$ cat config.mk
export PLATFORM = sky130hd
export DESIGN_NAME = mie_execute_core
export DESIGN_NICKNAME = d
export VERILOG_FILES = /design/src/verilog/mie_pkg.sv /design/src/verilog/mie_execute_core.sv
export SDC_FILE = /design/constraint.sdc
export NUM_CORES = 1
export LEC_CHECK = 0
export ABC_AREA = 1
export ABC_CLOCK_PERIOD_IN_PS = 3800
export BUFFER_PORTS_ARGS = -buffer_cell sky130_fd_sc_hd__buf_4
export CORE_MARGIN = 2
export CORE_UTILIZATION = 55
export DETAILED_ROUTE_END_ITERATION = 12
export PLACE_DENSITY = 0.88
export SLEW_MARGIN = 40
export SYNTH_ARGS = -nofsm -noshare
export SYNTH_HDL_FRONTEND = slang
export SYNTH_SLANG_ARGS = --single-unit
$ cat constraint.sdc
create_clock -name clk_sys -period 3.8 [get_ports clk_sys]
set_clock_uncertainty 0.05 [all_clocks]
set_input_delay 0.38 -clock clk_sys [delete_from_list [all_inputs] [get_ports clk_sys]]
set_output_delay 0.38 -clock clk_sys [all_outputs]
set_load 0.01 [all_outputs]
$ cat src/verilog/mie_pkg.sv
// Shared constants and opcode set for the instruction execute core.
// Assumes a single 200 MHz clock and an APB master for status access.
package mie_pkg;

   localparam int PC_W = 11;
   localparam int DATA_W = 8;
   localparam int CLK_PERIOD_NS = 5;

   // Reset values
   localparam logic [PC_W-1:0] PC_RESET = 11'h000;
   localparam logic [7:0] WREG_RESET = 8'h00;
   localparam logic [1:0] CTRL_RESET = 2'h2;

   // Program counter steps
   localparam logic [PC_W-1:0] PC_STEP = 11'h001;
   localparam logic [PC_W-1:0] PC_SKIP = 11'h002;

   // Decimal adjust figures
   localparam logic [3:0] BCD_MAX_DIGIT = 4'h9;
   localparam logic [3:0] BCD_FIX = 4'h6;

   // Register offsets (byte addresses)
   localparam logic [11:0] ADDR_STATUS = 12'h000;
   localparam logic [11:0] ADDR_CTRL = 12'h004;

   // Control fields
   localparam int CTRL_WAKE_BIT = 0;
   localparam int CTRL_RUN_BIT = 1;

   // Status fields
   localparam int ST_WREG_LSB = 0;
   localparam int ST_CARRY = 8;
   localparam int ST_HALF = 9;
   localparam int ST_ZERO = 10;
   localparam int ST_EXCESS = 11;
   localparam int ST_IRQEN = 12;
   localparam int ST_SLEEP = 13;
   localparam int ST_WDEXP = 14;
   localparam int ST_PC_LSB = 16;

   typedef enum logic [4:0] {
      OP_IDLE = 5'b00000,
      OP_BCD_ADJUST = 5'b00001,
      OP_MINUS1_MEM = 5'b00010,
      OP_MINUS1_WREG = 5'b00011,
      OP_PLUS1_MEM = 5'b00100,
      OP_PLUS1_WREG = 5'b00101,
      OP_POWER_DOWN = 5'b00110,
      OP_JUMP_ABS = 5'b00111,
      OP_COPY_M2W = 5'b01000,
      OP_COPY_I2W = 5'b01001,
      OP_COPY_W2M = 5'b01010,
      OP_UNION_MEM_W = 5'b01011,
      OP_UNION_IMM_W = 5'b01100,
      OP_UNION_TO_MEM = 5'b01101,
      OP_CALL_EXIT = 5'b01110,
      OP_CALL_EXIT_IMM = 5'b01111,
      OP_IRQ_EXIT = 5'b10000,
      OP_ROL_MEM = 5'b10001,
      OP_ROL_WREG = 5'b10010,
      OP_ROLC_MEM = 5'b10011,
      OP_ROLC_WREG = 5'b10100,
      OP_ROR_MEM = 5'b10101,
      OP_ROR_WREG = 5'b10110,
      OP_RORC_MEM = 5'b10111,
      OP_RORC_WREG = 5'b11000,
      OP_SUBB_WREG = 5'b11001,
      OP_SUBB_MEM = 5'b11010,
      OP_DSKIP_MEM = 5'b11011,
      OP_DSKIP_WREG = 5'b11100
   } mie_op_e;

endpackage : mie_pkg

$ cat src/verilog/mie_execute_core.sv
// Execute stage for one group of 8-bit core instructions, plus APB status.
// Assumes fetch offers one decoded instruction with its memory operand,
// memory and stack accept the registered write/pop strobes, all on clk_sys.
`timescale 1ns/1ps
module mie_execute_core (
   // Clock, reset, enable
   input wire logic clk_sys,
   input wire logic sys_rst,
   input wire logic clkEn,
   // Instruction offer
   input wire logic instValid,
   input wire mie_pkg::mie_op_e instOp,
   input wire logic [7:0] instImm,
   input wire logic [mie_pkg::PC_W-1:0] instTarget,
   input wire logic [7:0] memAddr,
   input wire logic [7:0] memRdData,
   input wire logic [mie_pkg::PC_W-1:0] stackTop,
   input wire logic irqPending,
   input wire logic wdtTimeout,
   output logic instReady,
   // Core state outputs
   output logic [mie_pkg::PC_W-1:0] pcOut,
   output logic [7:0] wregOut,
   output logic memWrEn,
   output logic [7:0] memWrAddr,
   output logic [7:0] memWrData,
   output logic stackPop,
   output logic irqServe,
   output logic dummySlot,
   output logic wdtClear,
   output logic clockStop,
   output logic carryFlag,
   output logic halfCarryFlag,
   output logic zeroFlag,
   output logic signedExcessFlag,
   output logic masterIrqEnable,
   output logic sleepFlag,
   output logic watchdogExpiredFlag,
   // APB slave
   input wire logic psel,
   input wire logic penable,
   input wire logic pwrite,
   input wire logic [11:0] paddr,
   input wire logic [31:0] pwdata,
   output logic [31:0] prdata,
   output logic pready,
   output logic pslverr
);

   logic [mie_pkg::PC_W-1:0] pcReg, pcNext;
   logic [7:0] wregReg, wregNext;
   logic memWrEnReg, memWrEnNext;
   logic [7:0] memWrAddrReg, memWrAddrNext;
   logic [7:0] memWrDataReg, memWrDataNext;
   logic stackPopReg, stackPopNext;
   logic irqServeReg, irqServeNext;
   logic busyReg, busyNext;
   logic wdtClearReg, wdtClearNext;
   logic carryReg, carryNext;
   logic halfReg, halfNext;
   logic zeroReg, zeroNext;
   logic excessReg, excessNext;
   logic irqEnReg, irqEnNext;
   logic sleepReg, sleepNext;
   logic wdExpReg, wdExpNext;
   logic readyReg, readyNext;
   logic [1:0] ctrlReg, ctrlNext;
   logic [31:0] prdataReg, prdataNext;
   logic preadyReg, preadyNext;
   logic slverrReg, slverrNext;

   logic fire;
   logic wake;
   logic apbDone;
   logic loAdj, hiAdj;
   logic [7:0] bcdCorr;
   logic [8:0] bcdSum;
   logic [8:0] diff9;
   logic [4:0] diffLo;
   logic [7:0] minus1, plus1;

   assign fire = clkEn && instValid && readyReg;
   assign apbDone = psel && penable && preadyReg;
   assign wake = apbDone && pwrite && (paddr == mie_pkg::ADDR_CTRL)
                 && pwdata[mie_pkg::CTRL_WAKE_BIT];

   // Nibble conditions are taken on the byte before any correction
   assign loAdj = (wregReg[3:0] > mie_pkg::BCD_MAX_DIGIT) || halfReg;
   assign hiAdj = (wregReg[7:4] > mie_pkg::BCD_MAX_DIGIT) || carryReg;
   assign bcdCorr = {hiAdj ? mie_pkg::BCD_FIX : 4'h0, loAdj ? mie_pkg::BCD_FIX : 4'h0};
   assign bcdSum = {1'b0, wregReg} + {1'b0, bcdCorr};
   // Borrow-style subtract; top bit set means negative result
   assign diff9 = {1'b0, wregReg} - {1'b0, memRdData} - {8'h00, ~carryReg};
   assign diffLo = {1'b0, wregReg[3:0]} - {1'b0, memRdData[3:0]} - {4'h0, ~carryReg};
   assign minus1 = memRdData - 8'h01;
   assign plus1 = memRdData + 8'h01;

   always_comb
   begin
      pcNext = pcReg;
      wregNext = wregReg;
      memWrEnNext = 1'b0;
      memWrAddrNext = memWrAddrReg;
      memWrDataNext = memWrDataReg;
      stackPopNext = 1'b0;
      irqServeNext = 1'b0;
      busyNext = 1'b0;
      wdtClearNext = 1'b0;
      carryNext = carryReg;
      halfNext = halfReg;
      zeroNext = zeroReg;
      excessNext = excessReg;
      irqEnNext = irqEnReg;
      sleepNext = sleepReg && !wake;
      // Timeout event beats any clear in the same cycle
      wdExpNext = wdExpReg || wdtTimeout;
      if (fire)
      begin
         pcNext = pcReg + mie_pkg::PC_STEP;
         memWrAddrNext = memAddr;
         case (instOp)
            mie_pkg::OP_BCD_ADJUST:
            begin
               memWrEnNext = 1'b1;
               memWrDataNext = bcdSum[7:0];
               carryNext = hiAdj || bcdSum[8];
            end
            mie_pkg::OP_MINUS1_MEM:
            begin
               memWrEnNext = 1'b1;
               memWrDataNext = minus1;
               zeroNext = (minus1 == 8'h00);
            end
            mie_pkg::OP_PLUS1_MEM:
            begin
               memWrEnNext = 1'b1;
               memWrDataNext = plus1;
               zeroNext = (plus1 == 8'h00);
            end
            mie_pkg::OP_MINUS1_WREG:
            begin
               wregNext = minus1;
               zeroNext = (minus1 == 8'h00);
            end
            mie_pkg::OP_PLUS1_WREG:
            begin
               wregNext = plus1;
               zeroNext = (plus1 == 8'h00);
            end
            mie_pkg::OP_POWER_DOWN:
            begin
               sleepNext = 1'b1;
               wdExpNext = wdtTimeout;
               wdtClearNext = 1'b1;
            end
            mie_pkg::OP_JUMP_ABS:
            begin
               pcNext = instTarget;
               busyNext = 1'b1;
            end
            mie_pkg::OP_COPY_M2W: wregNext = memRdData;
            mie_pkg::OP_COPY_I2W: wregNext = instImm;
            mie_pkg::OP_COPY_W2M:
            begin
               memWrEnNext = 1'b1;
               memWrDataNext = wregReg;
            end
            mie_pkg::OP_UNION_MEM_W:
            begin
               wregNext = wregReg | memRdData;
               zeroNext = ((wregReg | memRdData) == 8'h00);
            end
            mie_pkg::OP_UNION_IMM_W:
            begin
               wregNext = wregReg | instImm;
               zeroNext = ((wregReg | instImm) == 8'h00);
            end
            mie_pkg::OP_UNION_TO_MEM:
            begin
               memWrEnNext = 1'b1;
               memWrDataNext = wregReg | memRdData;
               zeroNext = ((wregReg | memRdData) == 8'h00);
            end
            mie_pkg::OP_CALL_EXIT, mie_pkg::OP_CALL_EXIT_IMM:
            begin
               pcNext = stackTop;
               stackPopNext = 1'b1;
               busyNext = 1'b1;
               if (instOp == mie_pkg::OP_CALL_EXIT_IMM)
                  wregNext = instImm;
            end
            mie_pkg::OP_IRQ_EXIT:
            begin
               pcNext = stackTop;
               stackPopNext = 1'b1;
               busyNext = 1'b1;
               irqEnNext = 1'b1;
               // Pending request is served before the main program resumes
               irqServeNext = irqPending;
            end
            mie_pkg::OP_ROL_MEM:
            begin
               memWrEnNext = 1'b1;
               memWrDataNext = {memRdData[6:0], memRdData[7]};
            end
            mie_pkg::OP_ROL_WREG: wregNext = {memRdData[6:0], memRdData[7]};
            mie_pkg::OP_ROLC_MEM, mie_pkg::OP_ROLC_WREG:
            begin
               carryNext = memRdData[7];
               if (instOp == mie_pkg::OP_ROLC_MEM)
               begin
                  memWrEnNext = 1'b1;
                  memWrDataNext = {memRdData[6:0], carryReg};
               end
               else
                  wregNext = {memRdData[6:0], carryReg};
            end
            mie_pkg::OP_ROR_MEM:
            begin
               memWrEnNext = 1'b1;
               memWrDataNext = {memRdData[0], memRdData[7:1]};
            end
            mie_pkg::OP_ROR_WREG: wregNext = {memRdData[0], memRdData[7:1]};
            mie_pkg::OP_RORC_MEM, mie_pkg::OP_RORC_WREG:
            begin
               carryNext = memRdData[0];
               if (instOp == mie_pkg::OP_RORC_MEM)
               begin
                  memWrEnNext = 1'b1;
                  memWrDataNext = {carryReg, memRdData[7:1]};
               end
               else
                  wregNext = {carryReg, memRdData[7:1]};
            end
            mie_pkg::OP_SUBB_WREG, mie_pkg::OP_SUBB_MEM:
            begin
               carryNext = !diff9[8];
               halfNext = !diffLo[4];
               zeroNext = (diff9[7:0] == 8'h00);
               excessNext = (wregReg[7] != memRdData[7]) && (diff9[7] != wregReg[7]);
               if (instOp == mie_pkg::OP_SUBB_MEM)
               begin
                  memWrEnNext = 1'b1;
                  memWrDataNext = diff9[7:0];
               end
               else
                  wregNext = diff9[7:0];
            end
            mie_pkg::OP_DSKIP_MEM, mie_pkg::OP_DSKIP_WREG:
            begin
               if (instOp == mie_pkg::OP_DSKIP_MEM)
               begin
                  memWrEnNext = 1'b1;
                  memWrDataNext = minus1;
               end
               else
                  wregNext = minus1;
               if (minus1 == 8'h00)
               begin
                  pcNext = pcReg + mie_pkg::PC_SKIP;
                  busyNext = 1'b1;
               end
            end
            default: pcNext = pcReg + mie_pkg::PC_STEP;
         endcase
      end
      readyNext = ctrlReg[mie_pkg::CTRL_RUN_BIT] && !busyNext && !sleepNext;
   end

   // Frozen while clkEn is low unless sys_rst is high
   always_ff @(posedge clk_sys)
   begin
      if (sys_rst)
      begin
         pcReg <= mie_pkg::PC_RESET;
         wregReg <= mie_pkg::WREG_RESET;
         memWrEnReg <= 1'b0;
         memWrAddrReg <= 8'h00;
         memWrDataReg <= 8'h00;
         stackPopReg <= 1'b0;
         irqServeReg <= 1'b0;
         busyReg <= 1'b0;
         wdtClearReg <= 1'b0;
         carryReg <= 1'b0;
         halfReg <= 1'b0;
         zeroReg <= 1'b0;
         excessReg <= 1'b0;
         irqEnReg <= 1'b0;
         sleepReg <= 1'b0;
         wdExpReg <= 1'b0;
         readyReg <= 1'b0;
      end
      else if (clkEn)
      begin
         pcReg <= pcNext;
         wregReg <= wregNext;
         memWrEnReg <= memWrEnNext;
         memWrAddrReg <= memWrAddrNext;
         memWrDataReg <= memWrDataNext;
         stackPopReg <= stackPopNext;
         irqServeReg <= irqServeNext;
         busyReg <= busyNext;
         wdtClearReg <= wdtClearNext;
         carryReg <= carryNext;
         halfReg <= halfNext;
         zeroReg <= zeroNext;
         excessReg <= excessNext;
         irqEnReg <= irqEnNext;
         sleepReg <= sleepNext;
         wdExpReg <= wdExpNext;
         readyReg <= readyNext;
      end
   end

   // APB: one wait state, answer on the second access cycle
   always_comb
   begin
      ctrlNext = ctrlReg;
      prdataNext = prdataReg;
      slverrNext = 1'b0;
      preadyNext = psel && penable && !preadyReg;
      if (psel && penable && !preadyReg)
      begin
         prdataNext = 32'h0000_0000;
         if (paddr == mie_pkg::ADDR_STATUS)
         begin
            prdataNext[mie_pkg::ST_WREG_LSB +: 8] = wregReg;
            prdataNext[mie_pkg::ST_CARRY] = carryReg;
            prdataNext[mie_pkg::ST_HALF] = halfReg;
            prdataNext[mie_pkg::ST_ZERO] = zeroReg;
            prdataNext[mie_pkg::ST_EXCESS] = excessReg;
            prdataNext[mie_pkg::ST_IRQEN] = irqEnReg;
            prdataNext[mie_pkg::ST_SLEEP] = sleepReg;
            prdataNext[mie_pkg::ST_WDEXP] = wdExpReg;
            prdataNext[mie_pkg::ST_PC_LSB +: mie_pkg::PC_W] = pcReg;
         end
         else if (paddr == mie_pkg::ADDR_CTRL)
            prdataNext[mie_pkg::CTRL_RUN_BIT] = ctrlReg[mie_pkg::CTRL_RUN_BIT];
         else
            slverrNext = 1'b1;
      end
      if (apbDone && pwrite && (paddr == mie_pkg::ADDR_CTRL))
         ctrlNext[mie_pkg::CTRL_RUN_BIT] = pwdata[mie_pkg::CTRL_RUN_BIT];
   end

   always_ff @(posedge clk_sys)
   begin
      if (sys_rst)
      begin
         ctrlReg <= mie_pkg::CTRL_RESET;
         prdataReg <= 32'h0000_0000;
         preadyReg <= 1'b0;
         slverrReg <= 1'b0;
      end
      else if (clkEn)
      begin
         ctrlReg <= ctrlNext;
         prdataReg <= prdataNext;
         preadyReg <= preadyNext;
         slverrReg <= slverrNext;
      end
   end

   assign instReady = readyReg;
   assign pcOut = pcReg;
   assign wregOut = wregReg;
   assign memWrEn = memWrEnReg;
   assign memWrAddr = memWrAddrReg;
   assign memWrData = memWrDataReg;
   assign stackPop = stackPopReg;
   assign irqServe = irqServeReg;
   assign dummySlot = busyReg;
   assign wdtClear = wdtClearReg;
   assign clockStop = sleepReg;
   assign carryFlag = carryReg;
   assign halfCarryFlag = halfReg;
   assign zeroFlag = zeroReg;
   assign signedExcessFlag = excessReg;
   assign masterIrqEnable = irqEnReg;
   assign sleepFlag = sleepReg;
   assign watchdogExpiredFlag = wdExpReg;
   assign prdata = prdataReg;
   assign pready = preadyReg;
   assign pslverr = slverrReg;
endmodule : mie_execute_core

==> metrics.md <==
| Metric | Value |
|---|---|
| Drt total wl | 24600 microns |
| Worst r2r src | wregOut[0]$_SDFFE_PP0P_ |
| Max_slew headroom | 0.461 |
| Global-route wire length before repair | 38500 microns |
| Ports | 187 |
| Max-Cap Viols | 0 |
| Placer Congestion | 1.07 |
| Critical Path Start | wregOut[0]$_SDFFE_PP0P_ |
| Largest net degree at the start of global routing | 40 |
| Post-Syn Area per Cell | 5.80 sq um |
| Avg Vias per Cell | 5.85 |
| Share of cells above drive strength 1 | 0.163 |
| Synth warnings | 0 |
| CP arrival | 2.95 ns |
| PortBufs | 150 |
| Area Overhead vs Synth | 22.7% |
| Clock sink count | 77 |
| Post-synthesis sequential area ratio | 0.237 |
| Top cells by area, synth | dfxtp_1, nand2_1, nor2_1 |
| Fin. Hold Viols | 0 |
| Setup Crit Path Kind | reg2reg |
| Top achievable clock speed | 358 MHz |
| Synth async-reset ratio | 0 |
| Slew @ Worst Pin | 0.803 ns |
| CTS tree | built |
| Setup-failing EPs final | 0 |
| Vias | 8149 |
| GR Util All Layers | 0.381 |
| Starting Density | 0.567 |
| Status | completed |
| Placed inst area | 7640 sq um |
| Final Net Count | 1382 |
| Post-CTS Resized | 0 |
| Power Dens Cells | 294 nW/um^2 |
| Crit-path max FO | 8 |
| Setup TNS | 0 ns |
| Met3 GRT Util | 0.0819 |
| Vias in the first global route | 7442 |
| Die Wd | 113 microns |
| Met2 usage | 0.616 |
| Tcrit/Tclk final | 0.736 |
| Static leakage | 3.99 nW |
| Minimum clock period | 2.80 ns |
| DR pass1 iterations | 6 |
| GRT busiest layer | met2 |
| Design Area, Final | 7980 sq um |
| Initial antenna violation count | 0 |
| CTS Hold Buffers Added | 0 |
| Worst Hold Class | in2reg |
| Die Y | 113 microns |
| GR Overflow Total | 0 |
| Startpoint type of the worst setup path | flip-flop |
| Rows | 39 |
| Hold Crit Start | memAddr[7] |
| Worst skew pair latency | 0.34 ns |
| Longest Clk Path Bufs | 2 |
| CTS H-tree depth | 3 |
| Cell Area, Synth | 6500 sq um |
| Worst vdd ir | 0.292 mV |
| Root Driver | clkbuf_16 |
| Number of CTS-inserted buffers | 9 |
| Distinct cells, synth | 41 |
| Worst setup EP type | flip-flop |
| Post-synth EDFFs | 0 |
| Post-synth top area cell | dfxtp_1 |
| Antenna Nets Post-Route | 0 |
| Drc violations | 0 |
| Critical Path RT | 3.96 ns |
| Core ar. | 11500 sq um |
| Detail Placement HPWL | 18200 microns |
| Drt initial violations | 1176 |
| RSZ-0062 raised after global routing | false |
| Mapped Cells | 1121 |
| Clock-pin slew on the worst setup and hold paths | 0.06 ns |
| Top_reg_cell synth | dfxtp_1 |
| Synth Register Bits | 77 |
| Post-DR wirelength/cell | 17.7 microns |
| Max-slew violation count | 0 |
| Most frequent cells in the layout | nand2_1, nor2_1, buf_4, inv_1, nand3_1 |
| Commonest non-fill, non-tap cell in the layout | nand2_1 |
| Post-CTS setup buffers | 0 |
| N_diodes | 0 |
| M1 GR Usage | 0.490 |
| Die Footprint | 12700 sq um |
| Top cell type's share of synthesized area | 0.237 |
through the flow:
step	hold WS (ns)	setup slack [ns]	cells	power, mW	utilization
2_1_floorplan	0.419	1.46	1126	1.18	-
4_1_cts	0.245	1.06	1393	2.33	0.695
5_1_grt	0.247	0.763	1393	2.43	0.696
6_report	0.244	1.00	1393	2.34	0.696
3_3_place_gp	0.403	1.14	1377	1.38	0.666
3_5_place_dp	0.406	1.10	1377	1.39	0.666
final cells by class:
cell class | count | area, sq um
multi-input combinational | 895 | 4370
fill | 1083 | 3490
sequential | 77 | 1540
timing repair buffer | 153 | 1150
inverter | 109 | 409
clock buffer | 10 | 239
tap | 143 | 179
clock inverter | 6 | 93.8
worst max-delay path, cell delays in order (launching register included):
cell and delay (ns):
dfxtp_1 0.62, inv_1 0.13, fa_1 0.56, inv_1 0.05
ha_1 0.18, o21ai_0 0.23, nand2_1 0.11, nand2_1 0.10
nand3_1 0.09, nand3_1 0.10, o21ai_0 0.14, nor2_1 0.15
nand2_1 0.06, nand2_1 0.05, a21oi_1 0.05
path summary, 6_finish.rpt:
path / cells past startpoint / end / slack (ns)
hold reg to reg: 2 / memWrAddr[1]$_SDFFE_PP0P_ / 0.42
setup / recovery: 14 / wregOut[7]$_SDFFE_PP0P_ / 1.00
setup reg to reg: 14 / wregOut[7]$_SDFFE_PP0P_ / 1.00
hold / removal: 3 / memWrAddr[7]$_SDFFE_PP0P_ / 0.24
sequential cells by signal (all words and copies together), names as in the netlist, 8 cells and up:
register and cells:
pcOut 11, memWrAddr 8, wregOut 8, prdata 26
memWrData 8
layer usage:
layer,wire (microns),up-vias
met5,0,-
li1,-,3849
met2,11200,541
met4,1220,0
met1,9640,3644
met3,2550,115
report_power, final:
part | switching (mW) | internal [mW]
combinational | 0.339 | 0.194
sequential | 0.0282 | 0.833
clock | 0.352 | 0.598
kinds of logic (layout without fill, tap and decap cells):
kind of cell             Yosys count  count (layout)  share of synthesized area
other                              1               6                   0.000577
AO/OA/AOI/OAI                    170             170                      0.141
XOR/XNOR                          20              20                     0.0269
flip-flops                        77              77                      0.237
buffers and inverters            154             278                     0.0964
AND/OR/NAND/NOR                  666             666                      0.431
adder cells (fa/ha/maj)           33              33                     0.0670
synth_stat cells, types with 2 or more instances:
| cell | count |
|---|---|
| a21oi_1 | 72 |
| a22oi_1 | 11 |
| a31oi_1 | 2 |
| buf_2 | 12 |
| buf_4 | 7 |
| clkbuf_1 | 25 |
| clkinv_1 | 2 |
| dfxtp_1 | 77 |
| fa_1 | 3 |
| ha_1 | 30 |
| inv_1 | 97 |
| inv_2 | 10 |
| nand2_1 | 355 |
| nand2_2 | 5 |
| nand3_1 | 92 |
| nand3b_1 | 6 |
| nand4_1 | 15 |
| nor2_1 | 157 |
| nor2_2 | 7 |
| nor2_4 | 4 |
| nor3_1 | 13 |
| nor3_2 | 2 |
| nor4_1 | 3 |
| o211ai_1 | 4 |
| o21ai_0 | 64 |
| o21ai_1 | 6 |
| o21bai_1 | 3 |
| o22ai_1 | 3 |
| or2_2 | 4 |
| xnor2_1 | 2 |
| xor2_1 | 18 |
No activity file was read; power rests on OpenSTA's default activity.
